--- src/lptc_defines.svh ---
/*
 Offsets, field positions, reset values and timing counts of the protection test control block.
 Assumes inclusion by the test control design file of this block only.
*/
`ifndef LPTC_DEFINES_SVH
`define LPTC_DEFINES_SVH
`define LPTC_ADDR_TEST_CTRL 8'hC0
`define LPTC_ADDR_INDIRECT_STS 8'hC4
`define LPTC_ADDR_FRAME_STS 8'hC8
`define LPTC_ADDR_CHECK_STS 8'hCC
`define LPTC_TEST_CTRL_RESET 8'h00
`define LPTC_TEST_CTRL_WMASK 8'h5F
`define LPTC_BIT_TO_DIS 6
`define LPTC_BIT_SYNC_DIS 4
`define LPTC_BIT_CKSUM_EN 3
`define LPTC_BIT_FC_ACCEL 2
`define LPTC_BIT_TMR_ACCEL 1
`define LPTC_BIT_FAST 0
`define LPTC_BUS_TIMEOUT_MS 1000
`define LPTC_CLK_KHZ 200000
`define LPTC_BUS_TIMEOUT_CYC (`LPTC_BUS_TIMEOUT_MS * `LPTC_CLK_KHZ + 1)
`define LPTC_PJ_PERIOD_NORM 16
`define LPTC_PJ_PERIOD_FAST 2
`define LPTC_RI_PERIOD_NORM 128
`define LPTC_RI_PERIOD_FAST 16
`define LPTC_TMR_ACCEL_SHIFT 4
`endif

--- src/lptc_pkg.sv ---
/*
 Types shared by the protection test control block.
 Assumes the defines header sits in the same folder.
*/
package lptc_pkg;
	typedef logic [7:0] lptc_byte_t;
	typedef enum logic [1:0] {
		LPTC_SUM_IDLE,
		LPTC_SUM_LINE,
		LPTC_SUM_EMIT
	} lptc_sum_e;
endpackage

--- src/lptc_checksum.sv ---
/*
 Per-line ones-complement checksum of three 8-bit colour channels.
 Assumes pixels arrive on the core clock with a valid strobe and a one-cycle end-of-line pulse.
*/
`timescale 1ns/1ps
module lptc_checksum (
	input wire logic mclk,
	input wire logic rst_n,
	input wire logic enable,
	input wire logic pix_valid,
	input wire logic line_end,
	input wire logic [23:0] pix_rgb,
	output logic sum_valid_ff,
	output logic [23:0] sum_rgb_ff
);
	import lptc_pkg::*;

	logic [23:0] acc_ff;
	lptc_sum_e state_ff;

	// End-around carry keeps the sum in ones-complement form.
	function automatic lptc_byte_t oc_add(input lptc_byte_t a, input lptc_byte_t b);
		logic [8:0] s;
		s = {1'b0, a} + {1'b0, b};
		oc_add = s[7:0] + {7'h00, s[8]};
	endfunction

	always_ff @(posedge mclk) begin
		if (!rst_n) begin
			acc_ff <= 24'h000000;
			state_ff <= LPTC_SUM_IDLE;
		end else if (line_end) begin
			acc_ff <= 24'h000000;
			state_ff <= enable ? LPTC_SUM_EMIT : LPTC_SUM_IDLE;
		end else if (pix_valid) begin
			acc_ff <= {oc_add(acc_ff[23:16], pix_rgb[23:16]), oc_add(acc_ff[15:8], pix_rgb[15:8]),
				oc_add(acc_ff[7:0], pix_rgb[7:0])};
			state_ff <= LPTC_SUM_LINE;
		end else if (state_ff == LPTC_SUM_EMIT) begin
			state_ff <= LPTC_SUM_IDLE;
		end
	end

	always_ff @(posedge mclk) begin
		if (!rst_n) begin
			sum_valid_ff <= 1'b0;
			sum_rgb_ff <= 24'h000000;
		end else begin
			sum_valid_ff <= line_end && enable;
			if (line_end && enable) begin
				sum_rgb_ff <= ~{oc_add(acc_ff[23:16], pix_valid ? pix_rgb[23:16] : 8'h00),
					oc_add(acc_ff[15:8], pix_valid ? pix_rgb[15:8] : 8'h00),
					oc_add(acc_ff[7:0], pix_valid ? pix_rgb[7:0] : 8'h00)};
			end
		end
	end
endmodule // lptc_checksum

--- src/lptc_test_control.sv ---
/*
 Test and debug control register of the link protection transmitter with the logic it steers.
 Assumes a single-cycle register port on mclk, frame and line strobes from the video path, and
 key bus activity from the key-exchange bus pins.
*/
// The implementer's own choice: strobed register access.
//
// Function
// - While the timeout disable bit is clear, the key bus is taken as free after more than 1 s with no signalling.
// - The integrity value is normally compared both before and after the start of frame 128.
// - With the sync check disable bit set, the integrity comparison at frame 127 is skipped.
// - With the line checksum bit set, a ones-complement checksum per 8-bit colour follows each line.
// - With frame counter acceleration set, the pixel check runs every 2 frames and the integrity check every 16.
// - With frame counter acceleration clear, the pixel check runs every 16 frames while enhanced link verification is enabled, and the integrity check every 128.
// - With timer acceleration set, the authentication timers run faster than normal.
// - The key bus uses fast timing when the fast select bit is 1, standard timing otherwise.
// - The fast select bit is mirrored into the indirect status register.
// - With enhanced link verification enabled and frame counter acceleration clear, the pixel check value is checked on every 16th frame.
`timescale 1ns/1ps
`include "lptc_defines.svh"
module lptc_test_control #(
	parameter int unsigned BUS_TIMEOUT_CYC = `LPTC_BUS_TIMEOUT_CYC
) (
	input wire logic mclk,
	input wire logic rst_n,
	input wire logic [7:0] reg_addr,
	input wire logic [7:0] reg_wdata,
	input wire logic reg_wr,
	input wire logic reg_rd,
	output lptc_pkg::lptc_byte_t reg_rdata_ff,
	input wire logic enhanced_link_verify_enable,
	input wire logic frame_start,
	input wire logic pix_valid,
	input wire logic line_end,
	input wire logic [23:0] pix_rgb,
	input wire logic key_scl_pin,
	input wire logic key_sda_pin,
	input wire logic auth_tick,
	output logic key_bus_free_ff,
	output logic key_bus_fast_ff,
	output logic pixel_check_strobe_ff,
	output logic integrity_check_strobe_ff,
	output logic auth_timer_tick_ff,
	output logic line_sum_valid_ff,
	output logic [23:0] line_sum_rgb_ff
);
	import lptc_pkg::*;

	lptc_byte_t ctrl_ff;
	logic [1:0] scl_sync_ff;
	logic [1:0] sda_sync_ff;
	logic scl_last_ff;
	logic sda_last_ff;
	logic [31:0] idle_cnt_ff;
	logic [6:0] frame_cnt_ff;
	logic [3:0] tmr_div_ff;
	logic sum_valid;
	logic [23:0] sum_rgb;

	wire to_dis = ctrl_ff[`LPTC_BIT_TO_DIS];
	wire sync_dis = ctrl_ff[`LPTC_BIT_SYNC_DIS];
	wire fc_accel = ctrl_ff[`LPTC_BIT_FC_ACCEL];
	wire tmr_accel = ctrl_ff[`LPTC_BIT_TMR_ACCEL];
	wire key_activity = (scl_sync_ff[1] != scl_last_ff) || (sda_sync_ff[1] != sda_last_ff);

	// True when the count reached after this frame start closes a period; periods are powers of two.
	// The sum is taken one bit wider so that a 128-frame period still has a non-zero mask.
	function automatic logic is_period_end(input logic [6:0] cnt, input logic [7:0] period);
		logic [7:0] reached;
		reached = {1'b0, cnt} + 8'h01;
		is_period_end = (reached & (period - 8'h01)) == 8'h00;
	endfunction

	always_ff @(posedge mclk) begin
		if (!rst_n) begin
			ctrl_ff <= `LPTC_TEST_CTRL_RESET;
		end else if (reg_wr && reg_addr == `LPTC_ADDR_TEST_CTRL) begin
			ctrl_ff <= reg_wdata & `LPTC_TEST_CTRL_WMASK;
		end
	end

	always_ff @(posedge mclk) begin
		if (!rst_n) begin
			reg_rdata_ff <= 8'h00;
		end else if (reg_rd) begin
			case (reg_addr)
				`LPTC_ADDR_TEST_CTRL: reg_rdata_ff <= ctrl_ff & `LPTC_TEST_CTRL_WMASK;
				`LPTC_ADDR_INDIRECT_STS: reg_rdata_ff <= {7'h00, ctrl_ff[`LPTC_BIT_FAST]};
				`LPTC_ADDR_FRAME_STS: reg_rdata_ff <= {1'b0, frame_cnt_ff};
				`LPTC_ADDR_CHECK_STS: reg_rdata_ff <= {7'h00, key_bus_free_ff};
				default: reg_rdata_ff <= 8'h00;
			endcase
		end else begin
			reg_rdata_ff <= 8'h00;
		end
	end

	// Pins are asynchronous to mclk, so only the second stage is compared.
	always_ff @(posedge mclk) begin
		if (!rst_n) begin
			scl_sync_ff <= 2'b11;
			sda_sync_ff <= 2'b11;
			scl_last_ff <= 1'b1;
			sda_last_ff <= 1'b1;
		end else begin
			scl_sync_ff <= {scl_sync_ff[0], key_scl_pin};
			sda_sync_ff <= {sda_sync_ff[0], key_sda_pin};
			scl_last_ff <= scl_sync_ff[1];
			sda_last_ff <= sda_sync_ff[1];
		end
	end

	always_ff @(posedge mclk) begin
		if (!rst_n) begin
			idle_cnt_ff <= 32'h00000000;
			key_bus_free_ff <= 1'b0;
		end else if (key_activity || to_dis) begin
			idle_cnt_ff <= 32'h00000000;
			key_bus_free_ff <= 1'b0;
		end else if (idle_cnt_ff >= BUS_TIMEOUT_CYC - 1) begin
			key_bus_free_ff <= 1'b1;
		end else begin
			idle_cnt_ff <= idle_cnt_ff + 32'h00000001;
		end
	end

	always_ff @(posedge mclk) begin
		if (!rst_n) begin
			key_bus_fast_ff <= 1'b0;
		end else begin
			key_bus_fast_ff <= ctrl_ff[`LPTC_BIT_FAST];
		end
	end

	always_ff @(posedge mclk) begin
		if (!rst_n) begin
			frame_cnt_ff <= 7'h00;
			pixel_check_strobe_ff <= 1'b0;
			integrity_check_strobe_ff <= 1'b0;
		end else begin
			pixel_check_strobe_ff <= 1'b0;
			integrity_check_strobe_ff <= 1'b0;
			if (frame_start) begin
				frame_cnt_ff <= frame_cnt_ff + 7'h01;
				if (fc_accel) begin
					pixel_check_strobe_ff <= is_period_end(frame_cnt_ff, 8'(`LPTC_PJ_PERIOD_FAST));
					integrity_check_strobe_ff <= is_period_end(frame_cnt_ff, 8'(`LPTC_RI_PERIOD_FAST)) ||
						(!sync_dis && is_period_end(frame_cnt_ff + 7'h01, 8'(`LPTC_RI_PERIOD_FAST)));
				end else begin
					pixel_check_strobe_ff <= enhanced_link_verify_enable &&
						is_period_end(frame_cnt_ff, 8'(`LPTC_PJ_PERIOD_NORM));
					// Frame 127 check confirms sync ahead of the frame 128 compare.
					integrity_check_strobe_ff <= is_period_end(frame_cnt_ff, 8'(`LPTC_RI_PERIOD_NORM)) ||
						(!sync_dis && is_period_end(frame_cnt_ff + 7'h01, 8'(`LPTC_RI_PERIOD_NORM)));
				end
			end
		end
	end

	// A 4-bit divider passes one tick per 16 auth_tick pulses; the speedup drives the tick on every mclk cycle.
	always_ff @(posedge mclk) begin
		if (!rst_n) begin
			tmr_div_ff <= 4'h0;
			auth_timer_tick_ff <= 1'b0;
		end else if (tmr_accel) begin
			auth_timer_tick_ff <= 1'b1;
		end else begin
			tmr_div_ff <= tmr_div_ff + {3'h0, auth_tick};
			auth_timer_tick_ff <= auth_tick && tmr_div_ff == 4'hF;
		end
	end

	lptc_checksum u_checksum (
		.mclk(mclk),
		.rst_n(rst_n),
		.enable(ctrl_ff[`LPTC_BIT_CKSUM_EN]),
		.pix_valid(pix_valid),
		.line_end(line_end),
		.pix_rgb(pix_rgb),
		.sum_valid_ff(sum_valid),
		.sum_rgb_ff(sum_rgb)
	);

	always_ff @(posedge mclk) begin
		if (!rst_n) begin
			line_sum_valid_ff <= 1'b0;
			line_sum_rgb_ff <= 24'h000000;
		end else begin
			line_sum_valid_ff <= sum_valid;
			line_sum_rgb_ff <= sum_rgb;
		end
	end
endmodule // lptc_test_control

--- config.mk ---
export PLATFORM = sky130hd
export DESIGN_NAME = lptc_test_control
export DESIGN_NICKNAME = d
export VERILOG_FILES = /design/src/lptc_pkg.sv /design/src/lptc_checksum.sv /design/src/lptc_test_control.sv
export VERILOG_INCLUDE_DIRS = /design/src
export SDC_FILE = /design/constraint.sdc
export NUM_CORES = 1
export LEC_CHECK = 0
export ABC_CLOCK_PERIOD_IN_PS = 9000
export CAP_MARGIN = 40
export CORE_MARGIN = 10
export CORE_UTILIZATION = 31
export DETAILED_ROUTE_END_ITERATION = 6
export DONT_BUFFER_PORTS = 1
export PLACE_DENSITY_LB_ADDON = 0.2
export SLEW_MARGIN = 30
export SYNTH_ARGS = -nofsm -noshare
export SYNTH_HDL_FRONTEND = slang
export SYNTH_HIERARCHICAL = 1
export SYNTH_SLANG_ARGS = --single-unit
--- constraint.sdc ---
create_clock -name mclk -period 9 [get_ports mclk]
set_clock_uncertainty 0.2 [all_clocks]
set_input_delay 0.9 -clock mclk [delete_from_list [all_inputs] [get_ports mclk]]
set_output_delay 0.9 -clock mclk [all_outputs]
set_load 0.02 [all_outputs]
Word level (Yosys, flattened, before mapping)
Index checks and enable logic that the tools add are counted.

Add/subtract/negate cells: 17. $lt $le $gt $ge: 1. Equal/unequal tests: 7. Muxes and demuxes: 7. Bitwise operators: 2. Reductions and logical operators: 20.

Operator list (count): $add A8 B8 Y9 (6); $add A8 B1 Y8 (6); $logic_not A8 Y1 (5); $add A32 B1 Y32 const B (1); $eq A8 B8 Y1 const B (4); $ge A32 B28 Y1 const B (1); $pmux W7 S4 (1); $mux W8 (3); $not A24 Y24 (1); $add A7 B1 Y7 const B (3); $logic_and A1 B1 Y1 (6); $add A4 B1 Y4 (1); $eq A4 B4 Y1 const B (1); $logic_or A1 B1 Y1 (4); $reduce_and A2 Y1 (2); $reduce_or A2 Y1 (2); $mux W1 (3); $ne A1 B1 Y1 (2); $logic_not A1 Y1 (1); $not A1 Y1 (1).

Flip-flop bits (word level): 142. Input bits: 51.

Depth between registers and ports, before layout
Depth after elaboration: 6. Mapped depth: 16.

Cells and area by module
The synthesis kept the hierarchy.

By module, submodules not included: lptc_checksum (times used 1, cells an instance 564, area each 4633.2 um2); lptc_test_control (times used 1, cells an instance 420, area each 3986.3 um2).

Least setup slack after synthesis
OpenSTA, ideal clock, no wires.

Kind: input -> register. From: input pix_valid. To: register u_checksum.sum_rgb_ff[15]. Library setup time: 64 ps. Arrival time: 3788 ps. Required time: 8736 ps. Slack: 4948 ps. Stages on the path: 15. Path through: clkbuf_1 clkbuf_1 and2_1 ha_1 fa_1 a211oi_1 o21ai_0 a21oi_1 o21bai_1 ha_1 o2111ai_1 nor4_1 and3_1 or3_1 nand4_1.

Longest elaborated chain between the ends: 4.

Ends and longest elaborated chain: start, declared (RTL line lptc_test_control.sv:33) `input wire logic pix_valid,`; $mux W8 (RTL line lptc_checksum.sv:52) `oc_add(acc_ff[15:8], pix_valid ? pix_rgb[15:8] : 8'h00),`; $add A8 B8 Y9 (RTL line lptc_checksum.sv:24) `s = {1'b0, a} + {1'b0, b};`; $add A8 B1 Y8 (RTL line lptc_checksum.sv:25) `oc_add = s[7:0] + {7'h00, s[8]};`; $not A24 Y24 (RTL line lptc_checksum.sv:51) `sum_rgb_ff <= ~{oc_add(acc_ff[23:16], pix_valid ? pix_rgb[23:16] : 8'h00),`; end signal, assigned (RTL line lptc_checksum.sv:51); end, declared (RTL line lptc_checksum.sv:14) `output logic [23:0] sum_rgb_ff`.

No other way between the ends. A chain may end at the register's enable or synchronous reset.

Worst setup path in the final report
From: input pix_valid. To: register u_checksum.sum_rgb_ff[14].

The elaborated chain is that of the path after synthesis.

==> metrics.cfg <==
[clock_network]
htreeDepth = 4
postCtsHoldBufs = 0
cts_buffers = 17
cts.clk_slew.worst_paths_ps = 60
cts_tree = built
clock-sinks = 141
clk_latency_ps = 420
cts_resized = 0
cts_root_buf = clkbuf_16
cts.path.max_buffers = 2
postCtsSetupRepairBufs = 0

[timing]
maxSlewHeadroom_pct = 53.8
setup_violations = 0
hold_viol_final = 0
min_period_ps = 3670
tns_ps = 0
fmax_mhz = 273
slew_violations = 0
period_share_pct = 40.8
fin_ws_ps = 5330
worst_pin_slew_ps = 691
rsz0062_at_grt = no

[logic_synthesis]
syn_avg_cell_area_um2 = 8.76
ys.flop_type = dfxtp_1
yosys_warnings = 6
synth_cell_types = 75
seq_area_frac_synth_pct = 32.7
syn_inst = 984
synth_edf_count = 0
syn_area_um2 = 8620
ys_ff_latch = 141
syn_nets = 1110
synth-async-reset-ratio_pct = 0

[route]
routedWlPerCell_um = 15.1
drc_errors = 0
drt-vias-per-instance = 5.03
drt_iter0_markers = 357
routed_wl_um = 20400
antenna_left = 0
dr.pass1.iters = 4
num_vias = 6801

[global_routing]
grt_pass1_wl_um = 34100
grt_max_degree = 69
grt_use_total_pct = 11.6
grt_pass1_vias = 6590
antenna_found_initial = 0
grt_overflow = 0

[setup_path]
required_ps = 9080
critical_path_class = primary input to flop
worstSetupEndpointType = flop
crit_fanout = 63
start_kind = primary input
arrival_ps = 3750

[place]
gp_congestion = 0.781
port_buffers = 0
place_hpwl_um = 15600
preCtsSetupSlack_ps = 4860
dp.cells = 1319

[cells_and_area]
diodes = 0
drive_above_1_share_pct = 6.43
fin_cells = 1352
final_cell_mix = 141 x dfxtp_1, 74 x nor2_1, 70 x and2_1, 69 x ha_1, 51 x nand2_1
area_growth_pct = 11.5
layout.nets = 1093
final.fill_count = 2865
mostFrequentLayoutCell = dfxtp_1

[run]
maxCapViolations = 0

[pwr]
power.total_uw = 1590
leakagePower_uw = 0.00372
peakVddDrop_mv = 0.135
power.density_nw_per_um2 = 166

[floorplan]
core_area_um2 = 27200
dieArea_um2 = 34900
pin_count = 89
die_w_um = 187
rows = 60
die-height_um = 187
start_util_pct = 31.7

[min_path]
hp-class = flop to flop

[run_status]
status = finished clean

==> per-stage QoR <==
step	utilization, %	area, µm²	hold WS (ps)
floorplan	-	8620	186
global placement	32.9	8930	191
detailed placement	33.0	8960	197
CTS	35.3	9600	221
global route	35.4	9610	247
finish	35.4	9610	215
==> layer usage <==
metal	track usage [%]	wire length, µm
met5	0	0
met2	16.9	8390
met1	15.8	10500
met3	3.87	1280
met4	3.78	214
==> final timing paths <==
kind	from	endpoint	slack, ps	cells after the start
hold reg to reg	scl_sync_ff[0]$_SDFF_PN1_	scl_sync_ff[1]$_SDFF_PN1_	220	1
hold / removal	scl_sync_ff[0]$_SDFF_PN1_	scl_sync_ff[1]$_SDFF_PN1_	220	1
setup / recovery	pix_valid	u_checksum/sum_rgb_ff[14]$_SDFFE_PN0P_	5330	14
setup reg to reg	u_checksum/acc_ff[8]$_SDFFE_PP0P_	u_checksum/sum_rgb_ff[14]$_SDFFE_PN0P_	5610	13
==> cells in the mapped netlist, types with 4 or more instances <==
library cell | instances | share of area [%]
dfxtp_1 | 141 | 33
nor2_1 | 74 | 3.2
and2_1 | 70 | 5.1
ha_1 | 69 | 10
nand2_1 | 51 | 2.2
a21oi_1 | 50 | 2.9
nand3_1 | 43 | 2.5
o21ai_0 | 43 | 2.5
clkbuf_1 | 33 | 1.4
xnor2_1 | 31 | 3.1
a211oi_1 | 30 | 2.6
mux2i_1 | 28 | 3.3
nor3_1 | 25 | 1.5
or3_1 | 24 | 1.7
inv_1 | 20 | 0.87
xor2_1 | 20 | 2.0
or4_1 | 16 | 1.4
nand4_1 | 14 | 1.0
o21bai_1 | 13 | 1.1
o31ai_1 | 13 | 1.1
nand2b_1 | 12 | 0.87
nor2b_1 | 11 | 0.80
o21a_1 | 11 | 0.96
a21o_1 | 10 | 0.87
and3_1 | 10 | 0.73
o211ai_1 | 9 | 0.78
or2_2 | 9 | 0.65
a211o_1 | 6 | 0.61
a31oi_1 | 6 | 0.44
fa_1 | 6 | 1.4
a311oi_1 | 4 | 0.41
o211a_1 | 4 | 0.46
o41ai_1 | 4 | 0.41
==> state kept, by name, summed over array words and instances, names as in the netlist <==
register,flops
u_checksum/acc_ff,24
u_checksum/sum_valid_ff,1
line_sum_rgb_ff,24
u_checksum/sum_rgb_ff,24
frame_cnt_ff,7
integrity_check_strobe_ff,1
sda_sync_ff,2
idle_cnt_ff,32
key_bus_fast_ff,1
scl_last_ff,1
reg_rdata_ff,7
sda_last_ff,1
tmr_div_ff,4
scl_sync_ff,2
pixel_check_strobe_ff,1
line_sum_valid_ff,1
ctrl_ff,6
key_bus_free_ff,1
auth_timer_tick_ff,1
==> power breakdown <==
group          internal, µW  switching [µW]  total (µW)
Clock                   477             289         766
Sequential              634            13.0         647
Combinational          81.5            96.1         178
Total                  1190             398        1590
==> area by class of cell <==
| type | instances | area [µm²] | area share (%) |
|---|---|---|---|
| clock buffer | 18 | 439 | 4.57 |
| multi-input combinational | 781 | 5550 | 57.8 |
| sequential | 141 | 2820 | 29.4 |
| inverter | 21 | 78.8 | 0.820 |
| tap | 372 | 465 | 4.84 |
| timing repair buffer | 5 | 46.3 | 0.482 |
| clock inverter | 14 | 206 | 2.15 |
==> kinds of logic (layout without fill, tap and decap cells) <==
group                      Yosys count  count (layout)  synth area share (%)
AOI/OAI and AO/OA                  230             230                  18.1
adders and majority gates           75              75                  11.4
buffers and inverters               62              58                  2.87
muxes                               28              28                  3.25
xor gates and xnor gates            53              53                  5.72
DFF                                141             141                  32.7
and+or+nand+nor                    394             394                  25.8
other                                1               1                0.0435
==> worst max-delay path, stage by stage <==
cell      delay, ps
and2_1          130
ha_1            200
fa_1            410
a211oi_1        530
o21ai_0         250
a21oi_1         170
o21bai_1        110
ha_1            250
ha_1            200
nand2_1          80
nor3_1           80
and4_1          210
o21ai_0         160
a21oi_1          80
Power figures use the tool's default switching activity.
